==> src/tcp_pkg.sv <==
package tcp_pkg;
	// number of type-c ports served by the per-port attach inputs
	localparam int PORT_COUNT = 3;
	// two flops between a pin and any decode logic
	localparam int SYNC_STAGES = 2;
	// layout of the synchronised input vector
	localparam int IN_W = 8;
	localparam int IDX_ATTACH = 0; // three bits, one per port
	localparam int IDX_ORIENT = 3;
	localparam int IDX_MUX_A = 4;
	localparam int IDX_MUX_B = 5;
	localparam int IDX_POL = 6;
	localparam int IDX_SCHEME = 7;
	// width of the attach-type bits that the polarity input inverts
	localparam int ACT_W = 6;
	// port that the orientation-a/b attach inputs belong to
	localparam int MUX_PORT = 0;
	// decode states, gray along hold -> fill -> run
	typedef enum logic [1:0] {
		ST_HOLD = 2'h0,
		ST_FILL = 2'h1,
		ST_RUN = 2'h3
	} tcp_state_e;
	typedef logic [PORT_COUNT-1:0] tcp_port_t;
	// count on the last of the fill cycles; fill lasts one cycle more than this value
	localparam logic [1:0] FILL_LAST = 2'(SYNC_STAGES - 1);
	localparam tcp_port_t PHY_OFF = '0;
	// internal pad pull-downs are permanently on
	localparam logic PULLDOWN_ON = 1'b1;
	// scheme select levels
	localparam logic SCHEME_1 = 1'b0;
	localparam logic SCHEME_2 = 1'b1;
endpackage : tcp_pkg

==> src/tcp_sync_if.sv <==
`timescale 1ns/10ps
// raw pin levels in, synchronised levels out
interface tcp_sync_if;
	import tcp_pkg::*;
	logic [IN_W-1:0] raw;
	logic [IN_W-1:0] synced;
	modport src (input raw, output synced);
	modport dst (output raw, input synced);
endinterface : tcp_sync_if

==> src/tcp_phy_enable.sv <==
`timescale 1ns/10ps
// How it works
// - select low: attach plus orientation drive enables
// - select high: orientation a/b attaches drive enables
// - polarity low: all attach inputs active high
// - polarity high: all attach inputs inverted first
// - scheme 2: b attach asserted enables phy b
// - scheme 2: b attach deasserted keeps phy b off
// - polarity low: b level 1 on, 0 off
// - polarity high: b level 1 off, 0 on
// - scheme select input has internal pull-down
// - scheme 1: port attach enables its phy
// - scheme 1: orientation 1 picks a, 0 b
// - scheme 2: a attach asserted enables phy a
module tcp_phy_enable (
	// clock and reset
	input wire logic SYS_CLK,
	input wire logic RST,
	// scheme 1 pins
	input wire tcp_pkg::tcp_port_t PORT_ATTACH_IN,
	input wire logic ORIENTATION_SEL_IN,
	// scheme 2 pins
	input wire logic ORIENT_A_ATTACH_IN,
	input wire logic ORIENT_B_ATTACH_IN,
	// configuration pins
	input wire logic ATTACH_POLARITY_IN,
	input wire logic CONTROL_SCHEME_SEL,
	// phy enables, one bit per port
	output tcp_pkg::tcp_port_t PHY_A_EN,
	output tcp_pkg::tcp_port_t PHY_B_EN,
	// pad pull-down controls
	output logic POLARITY_PULLDOWN_EN,
	output logic SCHEME_PULLDOWN_EN
);
	import tcp_pkg::*;

	tcp_sync_if sync_bus ();
	tcp_state_e state_reg;
	logic [1:0] fill_cnt_reg;
	tcp_port_t phy_a_en_reg;
	tcp_port_t phy_b_en_reg;
	tcp_port_t phy_a_en_next;
	tcp_port_t phy_b_en_next;
	logic [ACT_W-1:0] act;
	tcp_port_t attach;
	logic orient;
	logic mux_a;
	logic mux_b;
	logic pol;
	logic scheme;

	// every pin, straps included, crosses into the clock domain
	assign sync_bus.raw = {CONTROL_SCHEME_SEL, ATTACH_POLARITY_IN, ORIENT_B_ATTACH_IN,
		ORIENT_A_ATTACH_IN, ORIENTATION_SEL_IN, PORT_ATTACH_IN};

	tcp_sync u_sync (
		.clk(SYS_CLK),
		.rst(RST),
		.bus(sync_bus)
	);

	// pull-downs sit in the pad; unconnected pins read low
	// pad controls, not logic, so they stay on through reset as well
	assign POLARITY_PULLDOWN_EN = PULLDOWN_ON;
	assign SCHEME_PULLDOWN_EN = PULLDOWN_ON;

	// polarity flips every attach-type input before decode
	// the straps pass the same two flops, so a polarity flip and the pins
	// it inverts reach the decode in the same cycle
	assign pol = sync_bus.synced[IDX_POL];
	assign scheme = sync_bus.synced[IDX_SCHEME];
	assign act = sync_bus.synced[ACT_W-1:0] ^ {ACT_W{pol}};
	assign attach = act[IDX_ATTACH +: PORT_COUNT];
	assign orient = act[IDX_ORIENT];
	assign mux_a = act[IDX_MUX_A];
	assign mux_b = act[IDX_MUX_B];

	// startup sequencer: the flops hold reset zeros until filled
	// one spare cycle past the fill costs nothing and keeps the stage
	// count in one place; a wait two cycles shorter would decode stale zeros
	always_ff @(posedge SYS_CLK) begin
		if (RST) begin
			state_reg <= ST_HOLD;
		end else begin
			unique case (state_reg)
				ST_HOLD: state_reg <= ST_FILL;
				ST_FILL: begin
					if (fill_cnt_reg == FILL_LAST) begin
						state_reg <= ST_RUN;
					end
				end
				ST_RUN: state_reg <= ST_RUN;
				default: state_reg <= ST_HOLD;
			endcase
		end
	end

	// counts fill cycles so the stage count stays in the package
	// two bits hold any fill length up to four stages
	always_ff @(posedge SYS_CLK) begin
		if (RST || state_reg != ST_FILL) begin
			fill_cnt_reg <= 2'h0;
		end else begin
			fill_cnt_reg <= fill_cnt_reg + 2'h1;
		end
	end

	// enable decode; the unused scheme's inputs never reach it
	always_comb begin
		phy_a_en_next = PHY_OFF;
		phy_b_en_next = PHY_OFF;
		if (state_reg == ST_RUN) begin
			if (scheme == SCHEME_1) begin
				phy_a_en_next = attach & {PORT_COUNT{orient}};
				phy_b_en_next = attach & {PORT_COUNT{~orient}};
			end else begin
				// only the muxed port has scheme 2 inputs; others stay off
				phy_a_en_next[MUX_PORT] = mux_a;
				phy_b_en_next[MUX_PORT] = mux_b;
			end
		end
	end

	// registered enables: no glitch reaches the phy power switch
	// costs one cycle of latency, far below any attach debounce
	always_ff @(posedge SYS_CLK) begin
		if (RST) begin
			phy_a_en_reg <= PHY_OFF;
			phy_b_en_reg <= PHY_OFF;
		end else begin
			phy_a_en_reg <= phy_a_en_next;
			phy_b_en_reg <= phy_b_en_next;
		end
	end

	assign PHY_A_EN = phy_a_en_reg;
	assign PHY_B_EN = phy_b_en_reg;
endmodule : tcp_phy_enable

==> src/tcp_sync.sv <==
`timescale 1ns/10ps
module tcp_sync (
	// clock and reset
	input wire logic clk,
	input wire logic rst,
	// pin levels in, stable levels out
	tcp_sync_if.src bus
);
	import tcp_pkg::*;

	logic [IN_W-1:0] meta_reg;
	logic [IN_W-1:0] stable_reg;

	// two flops per bit; the first is read only by the second
	genvar gi;
	generate
		for (gi = 0; gi < IN_W; gi++) begin : g_bit
			always_ff @(posedge clk) begin
				if (rst) begin
					meta_reg[gi] <= 1'b0;
					stable_reg[gi] <= 1'b0;
				end else begin
					meta_reg[gi] <= bus.raw[gi];
					stable_reg[gi] <= meta_reg[gi];
				end
			end
		end
	endgenerate

	assign bus.synced = stable_reg;
endmodule : tcp_sync

==> config.mk <==
export PLATFORM = sky130hd
export DESIGN_NAME = tcp_phy_enable
export DESIGN_NICKNAME = d
export VERILOG_FILES = /design/src/tcp_pkg.sv /design/src/tcp_sync_if.sv /design/src/tcp_phy_enable.sv /design/src/tcp_sync.sv
export SDC_FILE = /design/constraint.sdc
export NUM_CORES = 1
export LEC_CHECK = 0
export BUFFER_PORTS_ARGS = -buffer_cell sky130_fd_sc_hd__buf_2
export CAP_MARGIN = 40
export CORE_UTILIZATION = 55
export DETAILED_ROUTE_END_ITERATION = 10
export GPL_TIMING_DRIVEN = 0
export PLACE_DENSITY_LB_ADDON = 0.12
export SYNTH_ARGS = -nofsm -noshare
export SYNTH_HDL_FRONTEND = slang
export SYNTH_SLANG_ARGS = --single-unit
==> constraint.sdc <==
create_clock -name SYS_CLK -period 1.7 [get_ports SYS_CLK]
set_input_delay 0.085 -clock SYS_CLK [delete_from_list [all_inputs] [get_ports SYS_CLK]]
set_output_delay 0.085 -clock SYS_CLK [all_outputs]
set_load 0.02 [all_outputs]
==> flow_metrics.env <==
export IMPL_final_fill_count=125
export IMPL_hold_viol_final=0
export IMPL_vias=619
export IMPL_synth_area_per_cell_um2=10.61
export IMPL_worstSetupEndpointType="flop"
export IMPL_antenna_violating_nets_post_route=0
export IMPL_avgRoutedWirePerCell_um=9.281
export IMPL_detailedRoute_firstPassIterationCount=4
export IMPL_clock_power_share=0.358
export IMPL_synth_yosys_seq_area_share=0.5843
export IMPL_worst_ep_arrival_time_ns=1.19
export IMPL_n_antenna_cell=0
export IMPL_cap_viol_max_count=0
export IMPL_post_route_drc_count=0
export IMPL_area_growth_pct=25.98
export IMPL_clock_fmax_mhz=1045
export IMPL_mostFrequentLayoutCells="sky130_fd_sc_hd__dfxtp_1 (26), sky130_fd_sc_hd__buf_2 (16), sky130_fd_sc_hd__nor2b_1 (16), sky130_fd_sc_hd__nor2_1 (8), sky130_fd_sc_hd__dlygate4sd3_1 (8)"
export IMPL_cp_start_kind="flop"
export IMPL_clockBufferDepth=2
export IMPL_final_common_cell="sky130_fd_sc_hd__dfxtp_1"
export IMPL_met2_wirelength_um=660
export IMPL_routedLengthMet1_um=467
export IMPL_die_area_mm2=0.001785
export IMPL_hold_path_endpoint="u_sync.meta_reg[0]"
export IMPL_clk_transition_reported_paths_ns=0.13
export IMPL_grt_max_degree=16
export IMPL_start_util=0.5914
export IMPL_cp_data_required_time_ns=1.93
export IMPL_cts_root_cell="sky130_fd_sc_hd__clkbuf_4"
export IMPL_ff2ff_setup_slack_ns=0.74
export IMPL_dpl_cell_count=116
export IMPL_stdcell_count=128
export IMPL_seq_power_share=0.568
export IMPL_clock_sink_count=26
export IMPL_yosysUniqueCellTypes=22
export IMPL_cts_htree_levels=1
export IMPL_die_x_um=42.25
export IMPL_worst_r2r_startpoint="u_sync.bus.synced[7]"
export IMPL_grt_total_usage=0.1545
export IMPL_globalplace_congestion=0.6612
export IMPL_yosys_warning_total=0
export IMPL_final_setup_viol_count=0
export IMPL_worstReg2RegEnd="PHY_A_EN[0]"
export IMPL_switching_share=0.1883
export IMPL_hold_depth=2
export IMPL_cts_resized=0
export IMPL_timing_worst_setup_path_type="flop to flop"
export IMPL_first_pass_grt_wire_length_mm=2.035
export IMPL_power_share_combinational=0.074
export IMPL_leakage_nw=0.5065
export IMPL_post_synth_main_area_contributors="sky130_fd_sc_hd__dfxtp_1 (58%), sky130_fd_sc_hd__nor2b_1 (11%), sky130_fd_sc_hd__buf_4 (3.4%)"
export IMPL_numCtsBuffers=3
export IMPL_grt_pass1_vias=570
export IMPL_crit_path_max_fanout=5
export IMPL_holdCritPathClass="primary input to flop"
export IMPL_synth_area_um2=890.9
export IMPL_max_slew_violations=0
export IMPL_detailed_placement_hpwl_um=835
export IMPL_ys_ff_latch=26
export IMPL_rows=14
export IMPL_floorplan_die_height_um=42.25
export IMPL_nets=124
export IMPL_power_switching_mw=0.2130
export IMPL_antenna_found_initial=0
export IMPL_via_per_inst=4.836
export IMPL_finClkSkew_ns=0.003163
export IMPL_postRouteWirelength_mm=1.188
export IMPL_port_buffers=15
export IMPL_cellPowerDensity_mw_per_mm2=1008
export IMPL_status="complete, no violations"
export IMPL_share_of_the_synthesized_area_in_the_top_cell_type=0.5843
export IMPL_io_count=18
export IMPL_hold_ws_ns=0.03194
export IMPL_power_report_internal_total_mw=0.9181
export IMPL_post_route_cells_drive_above_1_share=0.2589
export IMPL_clk_latency_ns=0.31
export IMPL_grt_overflow_total=0
export IMPL_final_setup_tns_ns=0
export IMPL_ir_drop_v=0.0007045
export IMPL_first_iter_violations=4
export IMPL_reg2reg_depth=3
export IMPL_met3_length_um=49
export IMPL_tritoncts="built"
export IMPL_finalCoreUtilization=0.7450
export IMPL_netlist_instances=84
export IMPL_hold_path_startpoint="RST"
export IMPL_totalPowerFinal_mw=1.131
export IMPL_period_minus_slack_ns=0.9573
export IMPL_setup_repair_after_global_routing_missed_its_margin="no"
export IMPL_top_layer_used="met4"
export IMPL_timing_final_crit_share=0.5631
export IMPL_netlist_top_cell_by_area="sky130_fd_sc_hd__dfxtp_1"
export IMPL_core_area_mm2=0.001506
[cell families after synthesis]
kind of cell	after synthesis	synth area share
simple gates	36	0.2514
fa+ha+maj	1	0.01404
compound gates	11	0.08988
other cells	1	0.004209
buf+inv	9	0.05618
flops	26	0.5843
[Yosys cell counts (all sizes together)]
cell / instances
nor2: 8
a22oi: 3
nor2b: 16
ha: 1
a221oi: 2
and2b: 3
dfxtp: 26
nand2b: 2
nand3: 2
nand2: 1
nand3b: 2
conb: 1
nor3: 2
a2bb2oi: 1
a21oi: 5
buf: 5
inv: 4
[layout make-up]
type	instances	area, um^2	area share
Clock inverter	1	30.03	0.02676
Multi-Input combinational cell	50	324.1	0.2887
Tap cell	16	20.02	0.01784
Sequential cell	26	520.5	0.4638
Timing Repair Buffer	23	155.1	0.1382
Buffer	5	35.03	0.03122
Inverter	4	15.01	0.01338
Clock buffer	3	22.52	0.02007
[metrics by stage]
stage,cell area [um^2],worst slack (ns)
2_1_floorplan,894.6,0.8182
3_3_place_gp,989.7,0.7908
3_5_place_dp,989.7,0.7610
4_1_cts,1122,0.7412
5_1_grt,1122,0.6641
6_report,1122,0.7427
[power by group through the flow]
stage / sequential, mW / clock [mW] / combinational, mW
after floorplan: 0.654 / 0 / 0.0513
after global placement: 0.655 / 0 / 0.0667
after detailed placement: 0.656 / 0 / 0.0694
after CTS: 0.643 / 0.416 / 0.0834
after global routing: 0.646 / 0.431 / 0.0948
final: 0.642 / 0.405 / 0.0839
[how the worst max path moves through the flow]
stage	cells after the start	slack, ns	from	to
2_1_floorplan	4	0.82	u_sync.bus.synced[6]	PHY_A_EN[1]
6_report	3	0.74	u_sync.bus.synced[7]	PHY_A_EN[0]
4_1_cts	3	0.74	u_sync.bus.synced[7]	PHY_A_EN[0]
5_1_grt	3	0.66	u_sync.bus.synced[7]	PHY_B_EN[0]
3_3_place_gp	4	0.79	u_sync.bus.synced[6]	PHY_A_EN[1]
3_5_place_dp	3	0.76	u_sync.bus.synced[7]	PHY_A_EN[0]
[worst max-delay path, cell delays in order, from the launching register on]
cell	delay, ns
sky130_fd_sc_hd__dfxtp_1	0.42
sky130_fd_sc_hd__inv_2	0.09
sky130_fd_sc_hd__a2bb2oi_1	0.16
sky130_fd_sc_hd__a221oi_2	0.22
[layer usage]
metal,global-route usage,vias up
li1,-,324
met1,0.1331,278
met2,0.3138,15
met3,0.02586,2
met4,0.09375,0
met5,0,-
[timing repair]
action	CTS	global route
buffers inserted	0	0
endpoints found under the hold margin	8	0
hold buffers	8	0
setup endpoints to repair	0	0
Power figures use the tool's default switching activity.
